[config.mk]
export PLATFORM = sky130hd
export DESIGN_NAME = s3_quiesce
export DESIGN_NICKNAME = d
export VERILOG_FILES = /design/src/common/s3_pkg.sv /design/src/logic/s3_quiesce.sv /design/src/logic/sdram_cmd_gen.sv
export SDC_FILE = /design/constraint.sdc
export NUM_CORES = 1
export LEC_CHECK = 0
export BUFFER_PORTS_ARGS = -buffer_cell sky130_fd_sc_hd__buf_2
export CAP_MARGIN = 40
export CORE_MARGIN = 3
export CORE_UTILIZATION = 45
export CTS_CLUSTER_DIAMETER = 40
export DETAILED_ROUTE_END_ITERATION = 10
export PLACE_DENSITY = 0.73
export SYNTH_ARGS = -nofsm -noshare
export SYNTH_HDL_FRONTEND = slang
export SYNTH_HIERARCHICAL = 1
export SYNTH_SLANG_ARGS = --single-unit
[constraint.sdc]
create_clock -name clk_i -period 2.7 [get_ports clk_i]
set_clock_uncertainty 0.05 [all_clocks]
set_input_delay 0.405 -clock clk_i [delete_from_list [all_inputs] [get_ports clk_i]]
set_output_delay 0.405 -clock clk_i [all_outputs]
set_load 0.02 [all_outputs]
[src/common/s3_pkg.sv]
`default_nettype none

package s3_pkg;

  localparam int ADDR_W = 20;
  localparam int DATA_W = 32;

  ////////////////////////////////////////////////////////////////////////////
  // register map
  localparam logic [ADDR_W-1:0] SEQ_INDEX_ADDR = 20'h003C4;
  localparam logic [ADDR_W-1:0] SEQ_DATA_ADDR = 20'h003C5;
  localparam logic [ADDR_W-1:0] OVERLAY_CTL_ADDR = 20'h00068;
  localparam logic [ADDR_W-1:0] CURSOR_CTL_ADDR = 20'h70080;
  localparam logic [ADDR_W-1:0] QUIESCE_STATUS_ADDR = 20'h000F0;

  localparam logic [7:0] SEQ_IDX_CLOCKING_MODE = 8'h01;
  localparam int SCREEN_OFF_BIT = 5;
  localparam int CURSOR_MODE_LSB = 0;
  localparam int CURSOR_MODE_W = 3;
  localparam logic [CURSOR_MODE_W-1:0] CURSOR_MODE_OFF = 3'h0;
  localparam int OVERLAY_EN_BIT = 0;

  localparam logic [7:0] SEQ_INDEX_RST = 8'h00;
  localparam logic [7:0] SEQ_CLOCKING_RST = 8'h00;
  localparam logic [DATA_W-1:0] OVERLAY_CTL_RST = 32'h00000000;
  localparam logic [DATA_W-1:0] CURSOR_CTL_RST = 32'h00000000;

  // quiesce status fields
  localparam int ST_SUSPENDED_BIT = 0;
  localparam int ST_BUSY_BIT = 1;
  localparam int ST_VIOLATION_BIT = 2;
  localparam int ST_GFX_LIVE_BIT = 3;

  ////////////////////////////////////////////////////////////////////////////
  // timing
  localparam int CLK_MHZ = 10;
  localparam int TRP_NS = 20;
  localparam int TXSR_NS = 70;
  localparam int TRP_CALC = (TRP_NS * CLK_MHZ + 999) / 1000;
  localparam int TXSR_CALC = (TXSR_NS * CLK_MHZ + 999) / 1000;
  localparam int TRP_CYC = (TRP_CALC < 1) ? 1 : TRP_CALC;
  localparam int TXSR_CYC = (TXSR_CALC < 1) ? 1 : TXSR_CALC;
  localparam int CNT_W = 8;

  ////////////////////////////////////////////////////////////////////////////
  // types
  typedef enum logic [2:0] {
    SD_NOP = 3'h0,
    SD_ACTIVATE = 3'h1,
    SD_READ = 3'h2,
    SD_WRITE = 3'h3,
    SD_PRECHARGE_ALL = 3'h4,
    SD_AUTO_REFRESH = 3'h5,
    SD_SELF_REFRESH_ENTER = 3'h6,
    SD_SELF_REFRESH_EXIT = 3'h7
  } sdram_cmd_e;

  typedef struct packed {
    logic wr;
    logic rd;
    logic [ADDR_W-1:0] addr;
    logic [DATA_W-1:0] wdata;
  } reg_req_s;

  typedef struct packed {
    logic cke;
    logic cs_n;
    logic ras_n;
    logic cas_n;
    logic we_n;
    logic a10;
  } sdram_pins_s;

endpackage : s3_pkg

`default_nettype wire

[src/logic/s3_quiesce.sv]
`timescale 1ns/1ns
`default_nettype none

module s3_quiesce #(
  parameter int OUTSTANDING_W = 4
) (
  input wire logic clk_i,
  input wire logic sys_rst_i,
  input wire logic s3_req_i,
  input wire s3_pkg::reg_req_s reg_i,
  output logic [s3_pkg::DATA_W-1:0] reg_rdata_o,
  input wire s3_pkg::sdram_cmd_e arb_cmd_i,
  input wire logic mem_req_i,
  input wire logic [OUTSTANDING_W-1:0] outstanding_i,
  input wire logic cmd_stream_busy_i,
  output logic arb_hold_o,
  output logic refresh_fetch_en_o,
  output logic cursor_fetch_en_o,
  output logic overlay_fetch_en_o,
  output logic s3_ready_o,
  output s3_pkg::sdram_pins_s sdram_o
);

  typedef enum logic [6:0] {
    ST_IDLE = 7'b0000001,
    ST_DRAIN = 7'b0000010,
    ST_PRECHARGE = 7'b0000100,
    ST_WAIT_RP = 7'b0001000,
    ST_SELF_REFRESH = 7'b0010000,
    ST_SUSPENDED = 7'b0100000,
    ST_EXIT = 7'b1000000
  } quiesce_state_e;

  quiesce_state_e state;
  quiesce_state_e next_state;

  ////////////////////////////////////////////////////////////////////////////
  // pin synchroniser for the suspend request
  logic s3_meta;
  logic s3_sync;

  always_ff @(posedge clk_i) begin
    if (sys_rst_i) begin
      s3_meta <= 1'b0;
      s3_sync <= 1'b0;
    end else begin
      s3_meta <= s3_req_i;
      s3_sync <= s3_meta;
    end
  end

  ////////////////////////////////////////////////////////////////////////////
  // registers
  logic [7:0] seq_index;
  logic [7:0] sequencer_clocking_mode;
  logic [s3_pkg::DATA_W-1:0] overlay_control;
  logic [s3_pkg::DATA_W-1:0] hw_cursor_control;
  logic violation;
  logic gfx_live;

  function automatic logic hit(input s3_pkg::reg_req_s r, input logic [s3_pkg::ADDR_W-1:0] a);
    hit = (r.addr == a);
  endfunction : hit

  wire wr_index = reg_i.wr && hit(reg_i, s3_pkg::SEQ_INDEX_ADDR);
  wire wr_clocking = reg_i.wr && hit(reg_i, s3_pkg::SEQ_DATA_ADDR)
                     && (seq_index == s3_pkg::SEQ_IDX_CLOCKING_MODE);
  wire wr_overlay = reg_i.wr && hit(reg_i, s3_pkg::OVERLAY_CTL_ADDR);
  wire wr_cursor = reg_i.wr && hit(reg_i, s3_pkg::CURSOR_CTL_ADDR);
  wire wr_status = reg_i.wr && hit(reg_i, s3_pkg::QUIESCE_STATUS_ADDR);

  always_ff @(posedge clk_i) begin
    if (sys_rst_i) begin
      seq_index <= s3_pkg::SEQ_INDEX_RST;
      sequencer_clocking_mode <= s3_pkg::SEQ_CLOCKING_RST;
      overlay_control <= s3_pkg::OVERLAY_CTL_RST;
      hw_cursor_control <= s3_pkg::CURSOR_CTL_RST;
    end else begin
      if (wr_index) begin
        seq_index <= reg_i.wdata[7:0];
      end
      if (wr_clocking) begin
        sequencer_clocking_mode <= reg_i.wdata[7:0];
      end
      if (wr_overlay) begin
        overlay_control <= reg_i.wdata;
      end
      if (wr_cursor) begin
        hw_cursor_control <= reg_i.wdata;
      end
    end
  end

  wire [s3_pkg::DATA_W-1:0] status_word = {
    {(s3_pkg::DATA_W-4){1'b0}},
    gfx_live,
    violation,
    (state != ST_IDLE),
    (state == ST_SUSPENDED)
  };

  wire [s3_pkg::DATA_W-1:0] seq_data_word = (seq_index == s3_pkg::SEQ_IDX_CLOCKING_MODE) ?
                                            {24'h000000, sequencer_clocking_mode} : 32'h00000000;

  // unmapped addresses read as zero
  wire [s3_pkg::DATA_W-1:0] rd_mux =
    hit(reg_i, s3_pkg::SEQ_INDEX_ADDR) ? {24'h000000, seq_index} :
    hit(reg_i, s3_pkg::SEQ_DATA_ADDR) ? seq_data_word :
    hit(reg_i, s3_pkg::OVERLAY_CTL_ADDR) ? overlay_control :
    hit(reg_i, s3_pkg::CURSOR_CTL_ADDR) ? hw_cursor_control :
    hit(reg_i, s3_pkg::QUIESCE_STATUS_ADDR) ? status_word : 32'h00000000;

  always_ff @(posedge clk_i) begin
    if (sys_rst_i) begin
      reg_rdata_o <= 32'h00000000;
    end else if (reg_i.rd) begin
      reg_rdata_o <= rd_mux;
    end
  end

  ////////////////////////////////////////////////////////////////////////////
  // graphics fetch enables
  wire refresh_on = !sequencer_clocking_mode[s3_pkg::SCREEN_OFF_BIT];
  wire cursor_on = hw_cursor_control[s3_pkg::CURSOR_MODE_LSB +: s3_pkg::CURSOR_MODE_W]
                   != s3_pkg::CURSOR_MODE_OFF;
  wire overlay_on = overlay_control[s3_pkg::OVERLAY_EN_BIT];
  wire gfx_any_on = refresh_on || cursor_on || overlay_on || cmd_stream_busy_i;

  always_ff @(posedge clk_i) begin
    if (sys_rst_i) begin
      refresh_fetch_en_o <= 1'b0;
      cursor_fetch_en_o <= 1'b0;
      overlay_fetch_en_o <= 1'b0;
    end else begin
      refresh_fetch_en_o <= refresh_on;
      cursor_fetch_en_o <= cursor_on;
      overlay_fetch_en_o <= overlay_on;
    end
  end

  ////////////////////////////////////////////////////////////////////////////
  // entry / exit sequencer
  logic [s3_pkg::CNT_W-1:0] wait_cnt;
  wire wait_done = (wait_cnt == '0);
  wire drained = (outstanding_i == '0);
  wire entering = (state == ST_PRECHARGE) || (state == ST_WAIT_RP)
                  || (state == ST_SELF_REFRESH) || (state == ST_SUSPENDED);

  always_comb begin
    next_state = state;
    case (state)
      ST_IDLE: begin
        if (s3_sync) begin
          next_state = ST_DRAIN;
        end
      end
      ST_DRAIN: begin
        if (!s3_sync) begin
          next_state = ST_IDLE;
        end else if (drained) begin
          next_state = ST_PRECHARGE;
        end
      end
      ST_PRECHARGE: begin
        next_state = ST_WAIT_RP;
      end
      ST_WAIT_RP: begin
        if (wait_done) begin
          next_state = ST_SELF_REFRESH;
        end
      end
      ST_SELF_REFRESH: begin
        next_state = ST_SUSPENDED;
      end
      ST_SUSPENDED: begin
        if (!s3_sync) begin
          next_state = ST_EXIT;
        end
      end
      ST_EXIT: begin
        if (wait_done) begin
          next_state = ST_IDLE;
        end
      end
      default: begin
        next_state = ST_IDLE;
      end
    endcase
  end

  // from precharge onward the arbiter is cut off from the pins, so a late graphics
  // activate cannot reopen a bank; the cost is that it is silently dropped
  wire s3_pkg::sdram_cmd_e seq_cmd =
    (state == ST_PRECHARGE) ? s3_pkg::SD_PRECHARGE_ALL :
    (state == ST_SELF_REFRESH) ? s3_pkg::SD_SELF_REFRESH_ENTER :
    (state == ST_SUSPENDED && !s3_sync) ? s3_pkg::SD_SELF_REFRESH_EXIT :
    (state == ST_IDLE || state == ST_DRAIN) ? arb_cmd_i : s3_pkg::SD_NOP;

  always_ff @(posedge clk_i) begin
    if (sys_rst_i) begin
      state <= ST_IDLE;
      wait_cnt <= '0;
      arb_hold_o <= 1'b0;
      s3_ready_o <= 1'b0;
    end else begin
      state <= next_state;
      if (state == ST_PRECHARGE) begin
        wait_cnt <= s3_pkg::CNT_W'(s3_pkg::TRP_CYC - 1);
      end else if (state == ST_SUSPENDED) begin
        wait_cnt <= s3_pkg::CNT_W'(s3_pkg::TXSR_CYC - 1);
      end else if (!wait_done) begin
        wait_cnt <= wait_cnt - 1'b1;
      end
      arb_hold_o <= (next_state != ST_IDLE);
      s3_ready_o <= (next_state == ST_SUSPENDED);
    end
  end

  ////////////////////////////////////////////////////////////////////////////
  // sticky status; a new event wins over a clear in the same cycle
  wire viol_event = entering && mem_req_i;
  wire live_event = (state == ST_IDLE) && s3_sync && gfx_any_on;

  always_ff @(posedge clk_i) begin
    if (sys_rst_i) begin
      violation <= 1'b0;
      gfx_live <= 1'b0;
    end else begin
      violation <= viol_event || (violation && !(wr_status && reg_i.wdata[s3_pkg::ST_VIOLATION_BIT]));
      gfx_live <= live_event || (gfx_live && !(wr_status && reg_i.wdata[s3_pkg::ST_GFX_LIVE_BIT]));
    end
  end

  sdram_cmd_gen u_cmd_gen (
    .clk_i(clk_i),
    .sys_rst_i(sys_rst_i),
    .cmd_i(seq_cmd),
    .pins_o(sdram_o)
  );

endmodule : s3_quiesce

`default_nettype wire

[src/logic/sdram_cmd_gen.sv]
`timescale 1ns/1ns
`default_nettype none

// turns a command code into registered sdram control pins; cke stays low from
// self-refresh entry until the exit command
module sdram_cmd_gen (
  input wire logic clk_i,
  input wire logic sys_rst_i,
  input wire s3_pkg::sdram_cmd_e cmd_i,
  output s3_pkg::sdram_pins_s pins_o
);

  s3_pkg::sdram_pins_s next_pins;

  always_comb begin
    next_pins = '{cke: pins_o.cke, cs_n: 1'b0, ras_n: 1'b1, cas_n: 1'b1, we_n: 1'b1, a10: 1'b0};
    case (cmd_i)
      s3_pkg::SD_ACTIVATE: begin
        next_pins.ras_n = 1'b0;
      end
      s3_pkg::SD_READ: begin
        next_pins.cas_n = 1'b0;
      end
      s3_pkg::SD_WRITE: begin
        next_pins.cas_n = 1'b0;
        next_pins.we_n = 1'b0;
      end
      s3_pkg::SD_PRECHARGE_ALL: begin
        next_pins.ras_n = 1'b0;
        next_pins.we_n = 1'b0;
        next_pins.a10 = 1'b1;
      end
      s3_pkg::SD_AUTO_REFRESH: begin
        next_pins.ras_n = 1'b0;
        next_pins.cas_n = 1'b0;
      end
      s3_pkg::SD_SELF_REFRESH_ENTER: begin
        next_pins.ras_n = 1'b0;
        next_pins.cas_n = 1'b0;
        next_pins.cke = 1'b0;
      end
      s3_pkg::SD_SELF_REFRESH_EXIT: begin
        next_pins.cke = 1'b1;
      end
      default: begin
        next_pins.cs_n = 1'b0;
      end
    endcase
  end

  always_ff @(posedge clk_i) begin
    if (sys_rst_i) begin
      pins_o <= '{cke: 1'b1, cs_n: 1'b1, ras_n: 1'b1, cas_n: 1'b1, we_n: 1'b1, a10: 1'b0};
    end else begin
      pins_o <= next_pins;
    end
  end

endmodule : sdram_cmd_gen

`default_nettype wire

# Yosys cells after proc, flatten, opt, wreduce, memory -nomap -nowiden
# Index checks and enable logic that the tools add are counted.
# W data, S select, Z words.
[totals] regBits=142 inputBits=66 output_inout_bits=43 word_cells=104
[op_classes] n_addsub=1 n_eq_ne=23 n_mux=23 n_reduce_logical=35
[ops] cell="$mux W32" n=4
[ops] cell="$pmux W7 S7" n=1
[ops] cell="$mux W7" n=6
[ops] cell="$eq A20 B10 Y1 const B" n=2
[ops] cell="$eq A20 B19 Y1 const B" n=1
[ops] cell="$eq A20 B7 Y1 const B" n=1
[ops] cell="$eq A20 B8 Y1 const B" n=1
[ops] cell="$eq A7 B6 Y1 const B" n=2
[ops] cell="$logic_and A1 B1 Y1" n=14
[ops] cell="$ne A7 B1 Y1 const B" n=2
[ops] cell="$eq A3 B3 Y1 const B" n=4
[ops] cell="$mux W3" n=4
[ops] cell="$logic_or A1 B1 Y1" n=9
[ops] cell="$eq A8 B1 Y1 const B" n=1
[ops] cell="$logic_not A8 Y1" n=1
[ops] cell="$mux W8" n=1
[ops] cell="$reduce_or A4 Y1" n=2
[ops] cell="$sub A8 B1 Y8 const B" n=1
[ops] cell="$eq A7 B1 Y1 const B" n=1
[ops] cell="$eq A7 B2 Y1 const B" n=1
[ops] cell="$eq A7 B3 Y1 const B" n=1
[ops] cell="$eq A7 B4 Y1 const B" n=1
[ops] cell="$eq A7 B5 Y1 const B" n=1
[ops] cell="$eq A7 B7 Y1 const B" n=1
[ops] cell="other kinds (12)" n=19

# Longest topological paths before layout
[logic_depth] word_depth=10 ltp_mapped=8

# Hierarchy
# Netlist, hierarchy kept.
[modules_own_cells] module="s3_quiesce" instances=1 cells_each=711 area_each_um2=5760.5
[modules_own_cells] module="sdram_cmd_gen" instances=1 cells_each=18 area_each_um2=206.4

# Worst setup path before layout
# No wires, ideal clock.
[synth_path] kind="in2reg" start="in reg_i[35] (netlist bit)" end="reg sequencer_clocking_mode[0]" setup_time_ps=132 t_arrival_ps=1971 slack_ps=547 cell_stages=6 n_path_buf=1 cell_sequence="or4b_4 or2_4 or4_4 buf_6 nand2_1 a21oi_1"
[synth_via] elab_chain_len=3
[synth_lines] item="start: declaration" line="s3_quiesce.sv:10" rtl="input wire s3_pkg::reg_req_s reg_i,"
[synth_lines] item="$eq A20 B10 Y1" line="s3_quiesce.sv:62" rtl="hit = (r.addr == a);"
[synth_lines] item="$logic_and A1 B1 Y1" line="s3_quiesce.sv:66" rtl="wire wr_clocking = reg_i.wr && hit(reg_i, s3_pkg::SEQ_DATA_ADDR)"
[synth_lines] item="$logic_and A1 B1 Y1" line="s3_quiesce.sv:67" rtl="&& (seq_index == s3_pkg::SEQ_IDX_CLOCKING_MODE);"
[synth_lines] item="end signal: assignment" line="s3_quiesce.sv:75" rtl="sequencer_clocking_mode <= s3_pkg::SEQ_CLOCKING_RST;"
[synth_lines] item="end signal: assignment" line="s3_quiesce.sv:83" rtl="sequencer_clocking_mode <= reg_i.wdata[7:0];"
[synth_lines] item="end: declaration" line="s3_quiesce.sv:55" rtl="logic [7:0] sequencer_clocking_mode;"
# No other way between the ends.
# A chain may end at the register's enable or synchronous reset.

# Final worst setup path
[layout_path] start="reg state[4]" end="reg u_cmd_gen/pins_o[5] (netlist bit)"
[layout_via] elab_chain_len=8
[layout_lines] item="start: declaration" line="s3_quiesce.sv:34" rtl="quiesce_state_e state;"
[layout_lines] item="start signal: assignment" line="s3_quiesce.sv:206" rtl="state <= next_state;"
[layout_lines] item="$eq A7 B1 Y1 or $eq A7 B2 Y1 (tied branches)" line="s3_quiesce.sv:197" rtl="(state == ST_IDLE || state == ST_DRAIN) ? arb_cmd_i : s3_pkg::SD_NOP;"
[layout_lines] item="$logic_or A1 B1 Y1" line="s3_quiesce.sv:197"
[layout_lines] item="$mux W3" line="s3_quiesce.sv:197"
[layout_lines] item="$mux W3" line="s3_quiesce.sv:196" rtl="(state == ST_SUSPENDED && !s3_sync) ? s3_pkg::SD_SELF_REFRESH_EXIT :"
[layout_lines] item="$mux W3" line="s3_quiesce.sv:195" rtl="(state == ST_SELF_REFRESH) ? s3_pkg::SD_SELF_REFRESH_ENTER :"
[layout_lines] item="$mux W3 (*)" line="s3_quiesce.sv:194" rtl="(state == ST_PRECHARGE) ? s3_pkg::SD_PRECHARGE_ALL :"
[layout_lines] item="net seq_cmd[1]" line="s3_quiesce.sv:193" rtl="wire s3_pkg::sdram_cmd_e seq_cmd ="
[layout_lines] item="$eq A3 B3 Y1" line="sdram_cmd_gen.sv:17" rtl="case (cmd_i)"
[layout_lines] item="$pmux W1 S2 or $reduce_bool A2 Y1 (tied branches)"
[layout_lines] item="end signal: assignment" line="sdram_cmd_gen.sv:53" rtl="pins_o <= '{cke: 1'b1, cs_n: 1'b1, ras_n: 1'b1, cas_n: 1'b1, we_n: 1'b1, a10: 1'b0};"
[layout_lines] item="end signal: assignment" line="sdram_cmd_gen.sv:55" rtl="pins_o <= next_pins;"
[layout_lines] item="end: declaration" line="sdram_cmd_gen.sv:10" rtl="output s3_pkg::sdram_pins_s pins_o"
# The timed path passes the listed nets; every way through them passes the cells marked *.

==> flow_summary_export.csv <==
group,metric,value,unit
grt,grt_max_degree,51,
final_layout,layout-drive-gt1-share,21.1,%
synthesis,synth-main-ff-cell,"dfxtp_1",
synthesis,postSynth.asyncResetShare,0,%
routing,route.detailed.drc,0,
floorplanning,start_util,46.7,%
power,peakVddDrop,0.000415,V
synthesis,ys_ff_latch,142,
power,power_frac_comb,9.1,%
power,power_leakage,2.75,nW
worst_hold_path,min_to,"s3_meta",
timing,min_period,2.39,ns
cts,cts.htree.levels,4,
floorplanning,die_w,121,um
worst_setup_path,r2r-end,"u_cmd_gen/pins_o[5]",
cts,cts_buffers,17,
power,sequentialPowerShare,43.2,%
synthesis,synthCells,729,
final_layout,final_common_cell,"nand2_1",
final_layout,final_cell_mix,"183 x nand2_1, 142 x dfxtp_1, 107 x buf_2",
synthesis,synth_enable_flop_cells,0,
place,place_hpwl,10300,um
cts,root_buffer,"clkbuf_16",
timing,hold_viol,0,
timing,slew_headroom,53.2,%
cts,clock_path_buffers,2,
synthesis,ys_seq_area_share,47.6,%
synthesis,synth_fp_nets,796,
synthesis,avgSynthCellArea,8.19,um2
timing,fmax,0.418,GHz
timing,setup-tns-final,0,ns
grt,grt_first_pass_wirelength,25600,um
floorplanning,core-area,12800,um2
routing,drtPass1Iterations,5,
timing,rsz0062_at_grt,"no",
grt,grtUsageTotal,21.9,%
routing,vias,5547,
timing,period_share,88.5,%
place,place_inst,984,
cts,cts_tree,"yes",
final_layout,area_growth,22.8,%
timing,finalSetupViolCount,0,
worst_setup_path,cp.required,2.96,ns
power,power.internal,3.82,mW
place,port_buffers,108,
synthesis,ys_warn_count,6,
timing,maxSlewViolCount,0,
final_layout,nets,898,
cts,holdBufCountCts,0,
routing,wirelength,15800,um
floorplanning,die_area,14700,um2
floorplanning,fp.dieH,121,um
power,clock_power_share,47.7,%
worst_hold_path,hp-class,"input port to flip-flop",
worst_hold_path,holdCritStartpoint,"s3_req_i",
floorplanning,ios,109,
floorplanning,rows,41,
final_layout,fin_cells,1016,
final_layout,n_antenna_cell,0,
run,maxCapViolCount,0,
worst_hold_path,hold_depth,2,
power,p_per_area,696,nW/um2
routing,avgViaCountPerCell,5.46,
cts,cts.sinks,142,
worst_setup_path,cp_max_fo,7,
worst_setup_path,critical_path_class,"flip-flop to flip-flop",
grt,grt_pass1_vias,5072,
worst_setup_path,reg2regPathDepth,7,
worst_setup_path,crit_path_end_kind,"flip-flop",
worst_setup_path,startpoint_type,"flip-flop",
status,status,"complete, no violations",
grt,antenna_found_initial,0,
worst_setup_path,r2r-start,"state[4]",
place,place_congestion,0.934,
timing,worst_pin_slew,0.694,ns
power,switching_share,25.2,%
synthesis,synth_cell_types,61,
routing,postRouteAntennaNets,0,
power,power.net_switching,1.29,mW
routing,wl_per_cell,15.5,um
synthesis,syn_area,5970,um2
worst_setup_path,rrSetupSlack,0.31,ns
worst_setup_path,arrival,2.65,ns
routing,drt_iter0_markers,465,
cts,clk_latency,0.42,ns
cts,clk_pin_slew,0.06,ns
grt,grt_overflow,0,
critical path, stage by stage (launching register included):
cell and delay, ns:
dfxtp_1 0.36, or2_2 0.31, nor4_1 0.33, a21boi_1 0.42
nand2_1 0.08, o21ai_0 0.28, a21boi_1 0.16, a311o_1 0.29
cell type report:
| cell class | instances | area (um2) |
|---|---|---|
| fillers | 1166 | 5440 |
| multi-input cells | 532 | 2870 |
| flip-flops and latches | 142 | 2840 |
| repair buffers | 127 | 748 |
| clock buffers | 17 | 425 |
| well taps | 172 | 215 |
| clock inverters | 15 | 186 |
| inverters | 11 | 41.3 |
state kept, by name (all words and copies together), names as in the netlist, 6 cells and up:
register	cells
hw_cursor_control	32
overlay_control	32
reg_rdata_o	32
seq_index	8
sequencer_clocking_mode	8
wait_cnt	8
state	7
u_cmd_gen/pins_o	6
stage by stage:
step | cell area [um2] | util, % | hold WS [ns] | setup WS, ns | power, mW
2_1_floorplan | 5970 | - | 0.364 | 0.547 | 2.56
3_3_place_gp | 6720 | 52.6 | 0.366 | 0.260 | 2.71
3_5_place_dp | 6720 | 52.6 | 0.382 | 0.277 | 2.71
4_1_cts | 7330 | 57.4 | 0.157 | 0.168 | 5.14
5_1_grt | 7330 | 57.4 | 0.183 | 0.149 | 5.29
6_report | 7330 | 57.4 | 0.171 | 0.310 | 5.10
synthesized netlist by cell type, drive strengths merged, types with 4 or more instances:
cell type	n	area, um2
nor2b	21	131
nand4b	4	35.0
a21oi	98	505
nand2b	8	50.1
or4	6	48.8
or3	4	30.0
a22oi	28	210
nor2	29	116
inv	11	41.3
clkbuf	26	97.6
a211o	8	70.1
nor4	10	75.1
buf	18	121
nand3	24	120
nor3	14	103
xnor2	5	43.8
and3	6	37.5
dfxtp	142	2840
o21ai	30	154
nand4	5	31.3
a211oi	10	75.1
nand2	184	693
how the worst max path moves through the flow:
stage / from / slack, ns / cells past startpoint / end
2_1_floorplan: reg_i[35] / 0.55 / 6 / sequencer_clocking_mode[0]
3_3_place_gp: state[4] / 0.26 / 7 / u_cmd_gen/pins_o[5]
3_5_place_dp: state[4] / 0.28 / 7 / u_cmd_gen/pins_o[5]
4_1_cts: state[4] / 0.17 / 7 / u_cmd_gen/pins_o[5]
5_1_grt: state[4] / 0.15 / 7 / u_cmd_gen/pins_o[5]
6_report: state[4] / 0.31 / 7 / u_cmd_gen/pins_o[5]
power by group through the flow:
stage / Clock (mW) / Combinational (mW) / Sequential [mW]
floorplan: 0 / 0.312 / 2.25
global placement: 0 / 0.462 / 2.25
detailed placement: 0 / 0.464 / 2.25
CTS: 2.46 / 0.467 / 2.20
global route: 2.55 / 0.530 / 2.21
finish: 2.43 / 0.466 / 2.20
cell families (layout without fill, tap and decap cells):
family	after synthesis	in the layout	share of synthesized area, %
adders and majority gates	1	1	0.210
xor gates and xnor gates	6	6	0.881
DFF	142	142	47.6
muxes	1	1	0.168
AOI/OAI and AO/OA	195	195	20.0
buffers and inverters	55	170	4.36
and+or+nand+nor	329	329	26.8
routing by layer:
layer  vias up  wire length [um]  global-route usage, %
met5         -                 0                      0
met2       180              7600                   35.9
li1       2752                 -                      -
met3        24               906                   4.71
met4         0               272                   7.56
met1      2591              7020                   28.7
what timing repair did:
item	4_1_cts	5_1_grt
gates resized for setup	0	1
endpoints found under the setup margin	0	1
setup buffers	0	0
Note: power is estimated with default switching activity, not from simulation.
